File: src/include/mbc_pkg.sv
// Constants and types shared by the measurement broadcast register bank
package mbc_pkg;

  // ****************************************************************
  // Bus geometry and register offsets
  // ****************************************************************
  localparam int          ADDR_W    = 16;
  localparam int          DATA_W    = 16;
  localparam logic [15:0] ADDR_PER  = 16'h1402;
  localparam logic [15:0] ADDR_SYNC = 16'h1403;
  localparam logic [15:0] ADDR_CELL = 16'h1408;

  // ****************************************************************
  // Field positions and widths
  // ****************************************************************
  localparam int PER_CTRL_BIT   = 12;
  localparam int PER_LEN_LSB    = 0;
  localparam int PER_LEN_W      = 9;
  localparam int SYNC_PAUSE_BIT = 15;
  localparam int SYNC_OVL_LSB   = 10;
  localparam int OVL_W          = 5;
  localparam int SYNC_FAST_BIT  = 1;
  localparam int SYNC_CYC_BIT   = 0;
  localparam int CELL_N         = 16;

  // Defined bits of each word; everything else is reserved
  localparam logic [15:0] PER_USED_MASK  = 16'h11FF;
  localparam logic [15:0] SYNC_USED_MASK = 16'hFC03;
  localparam logic [15:0] CELL_USED_MASK = 16'hFFFF;

  // ****************************************************************
  // Values after reset
  // ****************************************************************
  localparam logic [8:0]  RST_PER_LEN  = 9'h010;
  localparam logic [4:0]  RST_OVL      = 5'h1F;
  localparam logic        RST_BIT      = 1'h0;
  localparam logic [15:0] RST_CELL_EN  = 16'h0000;
  localparam logic [15:0] RST_DATA     = 16'h0000;

  // ****************************************************************
  // Decoded register selection
  // ****************************************************************
  typedef enum logic [1:0] {
    REG_NONE,
    REG_PER,
    REG_SYNC,
    REG_CELL
  } mbc_sel_e;

endpackage

File: src/include/mbc_wr_if.sv
// Decoded broadcast write carried from the bank front end to each chain copy
`timescale 1ns/1ns
`default_nettype none
interface mbc_wr_if;
  logic                 ce;
  mbc_pkg::mbc_sel_e    sel;
  logic [15:0]          data;

  modport src (output ce, output sel, output data);
  modport dst (input  ce, input  sel, input  data);
endinterface
`default_nettype wire

File: src/verilog/mbc_chain_copy.sv
// One measurement chain's copy of the broadcast control fields
`timescale 1ns/1ns
`default_nettype none
module mbc_chain_copy #(
  parameter bit SECONDARY = 1'b0,
  parameter int CELLS     = mbc_pkg::CELL_N
) (
  input  wire logic             i_clock,
  input  wire logic             i_resetn,
  mbc_wr_if.dst                 wr,
  output logic                  o_periodic_control_bit,
  output logic [8:0]            o_period_length,
  output logic                  o_balancing_pause_request,
  output logic                  o_synchronous_cycle_bit,
  output logic [CELLS-1:0]      o_cell_enable,
  output logic [4:0]            o_secondary_overlap_count,
  output logic                  o_fast_secondary_measure,
  output logic                  o_dummy_fast_cycle
);

  // ****************************************************************
  // Fields common to both chains
  // ****************************************************************
  always_ff @(posedge i_clock or negedge i_resetn)
  begin
    if (!i_resetn)
    begin
      o_periodic_control_bit <= mbc_pkg::RST_BIT;
      o_period_length        <= mbc_pkg::RST_PER_LEN;
    end
    else if (wr.ce && wr.sel == mbc_pkg::REG_PER)
    begin
      o_periodic_control_bit <= wr.data[mbc_pkg::PER_CTRL_BIT];
      o_period_length        <= wr.data[mbc_pkg::PER_LEN_LSB +: mbc_pkg::PER_LEN_W];
    end
  end

  always_ff @(posedge i_clock or negedge i_resetn)
  begin
    if (!i_resetn)
    begin
      o_balancing_pause_request <= mbc_pkg::RST_BIT;
      o_synchronous_cycle_bit   <= mbc_pkg::RST_BIT;
    end
    else if (wr.ce && wr.sel == mbc_pkg::REG_SYNC)
    begin
      o_balancing_pause_request <= wr.data[mbc_pkg::SYNC_PAUSE_BIT];
      o_synchronous_cycle_bit   <= wr.data[mbc_pkg::SYNC_CYC_BIT];
    end
  end

  always_ff @(posedge i_clock or negedge i_resetn)
  begin
    if (!i_resetn)
      o_cell_enable <= CELLS'(mbc_pkg::RST_CELL_EN);
    else if (wr.ce && wr.sel == mbc_pkg::REG_CELL)
      o_cell_enable <= wr.data[CELLS-1:0];
  end

  // ****************************************************************
  // Chain specific fields
  // ****************************************************************
  generate
    if (SECONDARY)
    begin : g_sec
      always_ff @(posedge i_clock or negedge i_resetn)
      begin
        if (!i_resetn)
        begin
          o_secondary_overlap_count <= mbc_pkg::RST_OVL;
          o_fast_secondary_measure  <= mbc_pkg::RST_BIT;
        end
        else if (wr.ce && wr.sel == mbc_pkg::REG_SYNC)
        begin
          o_secondary_overlap_count <= wr.data[mbc_pkg::SYNC_OVL_LSB +: mbc_pkg::OVL_W];
          o_fast_secondary_measure  <= wr.data[mbc_pkg::SYNC_FAST_BIT];
        end
      end
      assign o_dummy_fast_cycle = 1'b0;
    end
    else
    begin : g_pri
      // Primary has no overlap or fast field; the fast bit only kicks a dummy cycle
      assign o_secondary_overlap_count = mbc_pkg::RST_OVL;
      assign o_fast_secondary_measure  = mbc_pkg::RST_BIT;
      always_ff @(posedge i_clock or negedge i_resetn)
      begin
        if (!i_resetn)
          o_dummy_fast_cycle <= 1'b0;
        else if (wr.ce)
          o_dummy_fast_cycle <= (wr.sel == mbc_pkg::REG_SYNC) &&
                                wr.data[mbc_pkg::SYNC_FAST_BIT];
      end
    end
  endgenerate

endmodule
`default_nettype wire

File: src/verilog/mbc_bcast_bank.sv
// Write-only broadcast register bank feeding the primary and secondary chains
`timescale 1ns/1ns
`default_nettype none

// Function
// Periodic control bit 12 is copied to both chains on write.
// Nine-bit period length, reset 10h, is copied to both chains on write.
// Reserved bits of the broadcast words are dropped and never take effect.
// Balancing pause request bit 15 goes to both chains; resets to zero.
// Overlap count bits 14:10, reset 1Fh, reach only the secondary chain.
// Fast bit writes the secondary field and only pulses a primary dummy cycle.
// Synchronous cycle bit 0 goes to both chains on write; resets to zero.
// Each cell enable bit n sets both chains' cell n enable alike.
// All three words are write-only; there is no read path.
// One write updates both chains on the same edge, never a mixture.
module mbc_bcast_bank #(
  parameter int CELLS = mbc_pkg::CELL_N
) (
  input  wire logic             I_CLOCK,
  input  wire logic             I_RESETN,
  input  wire logic             I_CLK_EN,
  input  wire logic             I_WR_EN,
  input  wire logic [15:0]      I_WR_ADDR,
  input  wire logic [15:0]      I_WR_DATA,
  output logic                  O_WR_ACK,
  output logic                  O_WR_UNMAPPED,
  output logic                  O_PRI_PERIODIC_CONTROL_BIT,
  output logic [8:0]            O_PRI_PERIOD_LENGTH,
  output logic                  O_PRI_BALANCING_PAUSE_REQUEST,
  output logic                  O_PRI_SYNCHRONOUS_CYCLE_BIT,
  output logic                  O_PRI_DUMMY_FAST_CYCLE,
  output logic [CELLS-1:0]      O_PRI_CELL_ENABLE,
  output logic                  O_SEC_PERIODIC_CONTROL_BIT,
  output logic [8:0]            O_SEC_PERIOD_LENGTH,
  output logic                  O_SEC_BALANCING_PAUSE_REQUEST,
  output logic                  O_SEC_SYNCHRONOUS_CYCLE_BIT,
  output logic [4:0]            O_SEC_OVERLAP_COUNT,
  output logic                  O_SEC_FAST_MEASURE,
  output logic [CELLS-1:0]      O_SEC_CELL_ENABLE
);

  // ****************************************************************
  // Address decode
  // ****************************************************************
  mbc_pkg::mbc_sel_e sel_d;
  mbc_pkg::mbc_sel_e sel_q;
  logic [15:0]       data_d;
  logic [15:0]       data_q;
  logic              bad_q;

  always_comb
  begin
    sel_d  = mbc_pkg::REG_NONE;
    data_d = mbc_pkg::RST_DATA;
    if (I_WR_EN)
    begin
      if (I_WR_ADDR == mbc_pkg::ADDR_PER)
        sel_d = mbc_pkg::REG_PER;
      else if (I_WR_ADDR == mbc_pkg::ADDR_SYNC)
        sel_d = mbc_pkg::REG_SYNC;
      else if (I_WR_ADDR == mbc_pkg::ADDR_CELL)
        sel_d = mbc_pkg::REG_CELL;
    end
    // Reserved bits are zeroed here so no chain ever sees them
    unique case (sel_d)
      mbc_pkg::REG_PER:  data_d = I_WR_DATA & mbc_pkg::PER_USED_MASK;
      mbc_pkg::REG_SYNC: data_d = I_WR_DATA & mbc_pkg::SYNC_USED_MASK;
      mbc_pkg::REG_CELL: data_d = I_WR_DATA & mbc_pkg::CELL_USED_MASK;
      mbc_pkg::REG_NONE: data_d = mbc_pkg::RST_DATA;
    endcase
  end

  // ****************************************************************
  // Write stage
  // ****************************************************************
  // One registered stage feeds both chains from the same flops, so the
  // primary and secondary copies change on one edge. Nothing is stored
  // for reading back: besides this stage and the status flops, only the chain copies hold state.
  always_ff @(posedge I_CLOCK or negedge I_RESETN)
  begin
    if (!I_RESETN)
    begin
      sel_q  <= mbc_pkg::REG_NONE;
      data_q <= mbc_pkg::RST_DATA;
    end
    else if (I_CLK_EN)
    begin
      sel_q  <= sel_d;
      data_q <= data_d;
    end
  end

  always_ff @(posedge I_CLOCK or negedge I_RESETN)
  begin
    if (!I_RESETN)
    begin
      bad_q         <= 1'b0;
      O_WR_ACK      <= 1'b0;
      O_WR_UNMAPPED <= 1'b0;
    end
    else if (I_CLK_EN)
    begin
      bad_q         <= I_WR_EN && (sel_d == mbc_pkg::REG_NONE);
      O_WR_ACK      <= (sel_q != mbc_pkg::REG_NONE);
      O_WR_UNMAPPED <= bad_q;
    end
  end

  // ****************************************************************
  // Chain copies
  // ****************************************************************
  mbc_wr_if wr_bus ();

  assign wr_bus.ce   = I_CLK_EN;
  assign wr_bus.sel  = sel_q;
  assign wr_bus.data = data_q;

  mbc_chain_copy #(
    .SECONDARY (1'b0),
    .CELLS     (CELLS)
  ) u_primary (
    .i_clock                   (I_CLOCK),
    .i_resetn                  (I_RESETN),
    .wr                        (wr_bus.dst),
    .o_periodic_control_bit    (O_PRI_PERIODIC_CONTROL_BIT),
    .o_period_length           (O_PRI_PERIOD_LENGTH),
    .o_balancing_pause_request (O_PRI_BALANCING_PAUSE_REQUEST),
    .o_synchronous_cycle_bit   (O_PRI_SYNCHRONOUS_CYCLE_BIT),
    .o_cell_enable             (O_PRI_CELL_ENABLE),
    .o_secondary_overlap_count (),
    .o_fast_secondary_measure  (),
    .o_dummy_fast_cycle        (O_PRI_DUMMY_FAST_CYCLE)
  );

  mbc_chain_copy #(
    .SECONDARY (1'b1),
    .CELLS     (CELLS)
  ) u_secondary (
    .i_clock                   (I_CLOCK),
    .i_resetn                  (I_RESETN),
    .wr                        (wr_bus.dst),
    .o_periodic_control_bit    (O_SEC_PERIODIC_CONTROL_BIT),
    .o_period_length           (O_SEC_PERIOD_LENGTH),
    .o_balancing_pause_request (O_SEC_BALANCING_PAUSE_REQUEST),
    .o_synchronous_cycle_bit   (O_SEC_SYNCHRONOUS_CYCLE_BIT),
    .o_cell_enable             (O_SEC_CELL_ENABLE),
    .o_secondary_overlap_count (O_SEC_OVERLAP_COUNT),
    .o_fast_secondary_measure  (O_SEC_FAST_MEASURE),
    .o_dummy_fast_cycle        ()
  );
endmodule
`default_nettype wire

File: config.mk
export PLATFORM = sky130hd
export DESIGN_NAME = mbc_bcast_bank
export DESIGN_NICKNAME = d
export VERILOG_FILES = /design/src/include/mbc_pkg.sv /design/src/include/mbc_wr_if.sv /design/src/verilog/mbc_chain_copy.sv /design/src/verilog/mbc_bcast_bank.sv
export SDC_FILE = /design/constraint.sdc
export NUM_CORES = 1
export LEC_CHECK = 0
export ABC_CLOCK_PERIOD_IN_PS = 1700
export BUFFER_PORTS_ARGS = -buffer_cell sky130_fd_sc_hd__buf_2
export CAP_MARGIN = 5
export CORE_MARGIN = 3
export CORE_UTILIZATION = 48
export DETAILED_ROUTE_END_ITERATION = 16
export GPL_ROUTABILITY_DRIVEN = 1
export PLACE_DENSITY = 0.77
export SYNTH_ARGS = -nofsm -noshare
export SYNTH_HDL_FRONTEND = slang
export SYNTH_SLANG_ARGS = --single-unit
File: constraint.sdc
create_clock -name I_CLOCK -period 1.7 [get_ports I_CLOCK]
set_input_delay 0.34 -clock I_CLOCK [delete_from_list [all_inputs] [get_ports I_CLOCK]]
set_output_delay 0.34 -clock I_CLOCK [all_outputs]
set_load 0.02 [all_outputs]
# [After elaboration in Yosys (flattened, before gate mapping)]
# Cells that the tools add are included.
[totals] regBits=56 inputBits=36
[op_classes] n_eq_ne=9 mux=5 reduce_logical=7
[op_table] op="one-hot mux 16 bit (4 select lines)" count=1
[op_table] op="== test 16 x 13 -> 1 bit (second input constant)" count=3
[op_table] op="== test 2 bit (second input constant)" count=4
[op_table] op="two-way mux 2 bit" count=4
[op_table] op="logical AND 1 bit" count=5
[op_table] op="== test 2 x 1 -> 1 bit (second input constant)" count=2
[op_table] op="zero test 2 bit" count=1
[op_table] op="nonzero test 2 bit" count=1

# [Logic depth before layout (Yosys ltp)]
[logic_depth] word_depth=7 depth_mapped=6

# [By module]
# A second synthesis with hierarchy kept.
[unflattened] hier_cells=231 hier_area_um2=3523.4
[by_module_without_submodules] mod="mbc_chain_copy at u_secondary" instances=1 cells_per_inst=75 area_each_um2=1345.0
[by_module_without_submodules] mod="mbc_chain_copy at u_primary" instances=1 cells_per_inst=73 area_each_um2=1201.2
[by_module_without_submodules] mod="mbc_bcast_bank" instances=1 cells_per_inst=83 area_each_um2=977.2

# [Worst setup path before layout]
# No wires, ideal clock.
[synth_path] kind="input port to flip-flop" startpoint="input I_WR_ADDR[15]" endpoint="register data_q[7]" setup_ps=96 t_arrival_ps=1261 t_required_ps=1604 setup_slack_ps=343 cell_stages=4 path_cell_list="nor4_2 -> nand4_4 -> buf_6 -> o32ai_2"
[synth_between] elab_chain_cells=7 elab_cells_between_ends=12 classes_between="eq/ne: 6; mux: 5; reduce/logical: 1"
[synth_rtl] item="start, declared" line="mbc_bcast_bank.sv:23" rtl="input wire logic [15:0] I_WR_ADDR,"
[synth_rtl] item="== test 16 x 13 -> 1 bit" line="mbc_bcast_bank.sv:61" rtl="else if (I_WR_ADDR == mbc_pkg::ADDR_CELL)"
[synth_rtl] item="two-way mux 2 bit" line="mbc_bcast_bank.sv:61"
[synth_rtl] item="two-way mux 2 bit" line="mbc_bcast_bank.sv:59" rtl="else if (I_WR_ADDR == mbc_pkg::ADDR_SYNC)"
[synth_rtl] item="two-way mux 2 bit (*)" line="mbc_bcast_bank.sv:57" rtl="if (I_WR_ADDR == mbc_pkg::ADDR_PER)"
[synth_rtl] item="two-way mux 2 bit (*)" line="mbc_bcast_bank.sv:55" rtl="if (I_WR_EN)"
[synth_rtl] item="== test 2 bit (tied with other cells)" line="mbc_bcast_bank.sv:65" rtl="unique case (sel_d)"
[synth_rtl] item="one-hot mux 16 bit (4 select lines) (*)" line="mbc_bcast_bank.sv:65"
[synth_rtl] item="end signal, assigned" line="mbc_bcast_bank.sv:84" rtl="data_q <= mbc_pkg::RST_DATA;"
[synth_rtl] item="end signal, assigned" line="mbc_bcast_bank.sv:89" rtl="data_q <= data_d;"
[synth_rtl] item="end, declared" line="mbc_bcast_bank.sv:48" rtl="logic [15:0] data_q;"
# Every way passes the cells marked *; elsewhere a longest branch is shown, timed or not.
# A chain may end at the register's enable or synchronous reset.

# [Worst setup path in the final report]
[layout_path] startpoint="register u_primary.o_period_length[4]" endpoint="output O_PRI_PERIOD_LENGTH[4]"
[layout_rtl] item="start, declared" line="mbc_chain_copy.sv:12" rtl="output logic [8:0] o_period_length,"
[layout_rtl] item="start signal, assigned" line="mbc_chain_copy.sv:29" rtl="o_period_length <= mbc_pkg::RST_PER_LEN;"
[layout_rtl] item="start signal, assigned" line="mbc_chain_copy.sv:34" rtl="o_period_length <= wr.data[mbc_pkg::PER_LEN_LSB +: mbc_pkg::PER_LEN_W];"
[layout_rtl] item="end, declared" line="mbc_bcast_bank.sv:28" rtl="output logic [8:0] O_PRI_PERIOD_LENGTH,"
# No word-level cell between the ends.

==> out/metrics.yaml <==
port_buffers: 100
path_cells: "buf_2"
synth-seq-area-share_pct: 57.8
slew_violations: 0
required_ns: 1.36
crit_path_start: "u_primary.o_period_length[4]"
synth.top_cell.area_share_pct: 51.3
grt_use_total_pct: 18.0
viasPerCell: 4.77
hold_class: "input pin to asynchronous set/reset pin"
grt_pass1_vias: 1760
dr.pass1.iters: 4
critPathKind: "flop to primary output"
yosysMostFrequentCell: "dfrtp_1"
ys_top_cells_by_count: "dfrtp_1 (50), o21ai_0 (32), buf_4 (29)"
drt_wl_total_mm: 5.17
cellPowerDensity_mw_per_mm2: 789
synth_edf_count: 0
ys_seq_elements: 56
vias: 1765
gp_congestion: 0.780
drive_above_1_share_pct: 44.9
crit_path_start_kind: "flop"
grt_max_degree: 27
synth_nets: 257
fmax_mhz: 736
setup_viol: 0
grt_pass1_wl_mm: 8.49
wire_per_inst_um: 14.0
drt_iter0_drc: 111
synthCells: 221
ys.flop_type: "dfrtp_1"
r2r-end: "u_secondary.o_fast_secondary_measure"
violations: "negative hold slack"
slowest_delay_ns: 0.55
rsz0062_at_grt: "no"
tns_ns: 0
end_kind: "primary output"
netlist_area_mm2: 0.00244
root_buffer: "clkbuf_8"
dp_hpwl_mm: 3.98
n_antenna_cell: 0
cts_hold_buf: 0
holdWs_ns: -0.00756
reg2reg_from: "sel_q[0]"
endpoint: "O_PRI_PERIOD_LENGTH[4]"
fin_crit_ns: 1.36
skew_ns: 0.0114
antenna_found_initial: 0
rows: 25
fin_crit_sh_pct: 79.9
clk_latency_ns: 0.30
instances_no_fill: 370
power_mw: 2.35
start_util_pct: 50.6
htree_levels: 2
drtAntennaViolNets: 0
clkTransAtPathRegs_ns: 0.10
worstMarginPinSlew_ns: 0.513
die_height_um: 77.3
outcome: "complete, but fails checks"
cp_top_family: "flip-flops"
overflow: 0
die_w_um: 77.3
cap_violations: 0
place_inst: 362
power.leakage_nw: 1.59
crit_slowest_cell: "dfstp_2"
synth_top_area_cell: "dfrtp_1"
cp.depth: 1
critical_path_arrival_ns: 1.02
cts_buffers: 5
syn2layout_area_growth_pct: 22.1
path_buf_inv: 1
ir_drop_uv: 554
syn_avg_cell_area_um2: 11.0
synth-async-reset-ratio_pct: 100
io_pins: 101
post-cts-setup-buffer-count: 0
clock_path_buffers: 2
yosysWarningCount: 0
reg2reg_depth: 4
core_mm2: 0.00482
drc: 0
ff2ff_setup_slack_ns: 0.35
design.die.area_mm2: 0.00597
clock-sinks: 56
nets: 338
synthTopCellsByArea: "dfrtp_1 (51%), buf_4 (8.9%), o21ai_0 (6.6%)"
cts_resized: 0
critPathMaxFanout: 3
hold_viol_final: 10
max_slew_margin_pct: 65.8
synth_cell_types: 29
cts_tree: "done"
-- state kept, by name, summed over array words and instances, names as in the netlist --
name	flops
u_secondary.o_synchronous_cycle_bit	1
u_primary.o_period_length	9
data_q	16
u_secondary.o_periodic_control_bit	1
bad_q	1
u_secondary.o_cell_enable	16
sel_q	2
u_secondary.o_balancing_pause_request	1
u_secondary.o_fast_secondary_measure	1
O_WR_UNMAPPED	1
u_secondary.o_secondary_overlap_count	5
u_primary.o_dummy_fast_cycle	1
O_WR_ACK	1
-- where the power goes --
| part | total, mW | internal [mW] | leakage, nW | switching (mW) |
|---|---|---|---|---|
| clock network | 0.858 | 0.442 | 0.0524 | 0.417 |
| logic | 0.146 | 0.0638 | 0.784 | 0.0826 |
| registers | 1.34 | 1.34 | 0.755 | 0.00365 |
| total | 2.35 | 1.84 | 1.59 | 0.503 |
-- worst min-delay path by stage --
stage / from / endpoint / cells after the start
after floorplan: I_RESETN / O_WR_ACK / 0
after global placement: I_RESETN / u_primary.o_period_length[5] / 1
after detailed placement: I_RESETN / u_primary.o_period_length[5] / 1
after CTS: I_RESETN / u_primary.o_period_length[3] / 1
after global routing: I_RESETN / u_primary.o_period_length[5] / 1
final: I_RESETN / u_secondary.o_cell_enable[4] / 1
-- kinds of logic (layout without fill, tap and decap cells) --
kind of cell	after synthesis	count (layout)	synth area share, %
multiplexers	9	9	4.11
AND/OR/NAND/NOR	45	45	10.0
flip-flops	56	56	57.8
buffers and inverters	57	139	13.6
AO/OA/AOI/OAI	54	54	14.5
-- cell type report --
class,count,area [um2]
clock inverter,1,30.0
inverter,21,78.8
timing repair buffer,110,601
multi-input combinational,108,697
tap,67,83.8
sequential,56,1410
fill,427,1840
clock buffer,7,76.3
-- cell usage in the layout (no fill, tap or decap), drive strengths merged, types with 2 or more instances in the layout --
cell type | Yosys | layout
buf | 31 | 110
nor2 | 3 | 3
o2bb2ai | 5 | 5
nand2 | 28 | 28
a21oi | 2 | 2
o22ai | 4 | 4
nor3b | 2 | 2
o32ai | 7 | 7
nand3b | 2 | 2
nor4 | 2 | 2
nor2b | 2 | 2
dfrtp | 50 | 50
o21ai | 32 | 32
clkbuf | 5 | 7
inv | 21 | 21
a32o | 3 | 3
dfstp | 6 | 6
mux2 | 8 | 8
-- per-stage QoR --
stage | area (um2) | setup slack [ns] | utilization, % | hold WS, ns
after global routing | 2980 | 0.260 | 61.8 | 0.0169
after floorplan | 2440 | 0.343 | - | 0.0444
after detailed placement | 2870 | 0.0956 | 59.6 | 0.341
final | 2980 | 0.342 | 61.8 | -0.00756
after global placement | 2870 | 0.186 | 59.6 | 0.334
after CTS | 2980 | 0.342 | 61.8 | 0.00910
-- layer usage --
layer	GRT usage (%)	part of all wire, %	vias up
li1	-	-	877
met1	24.2	45	812
met2	28.8	48	68
met3	3.76	5.8	8
met4	6.58	1.5	0
met5	0	0	-
Power figures use the tool's default switching activity.
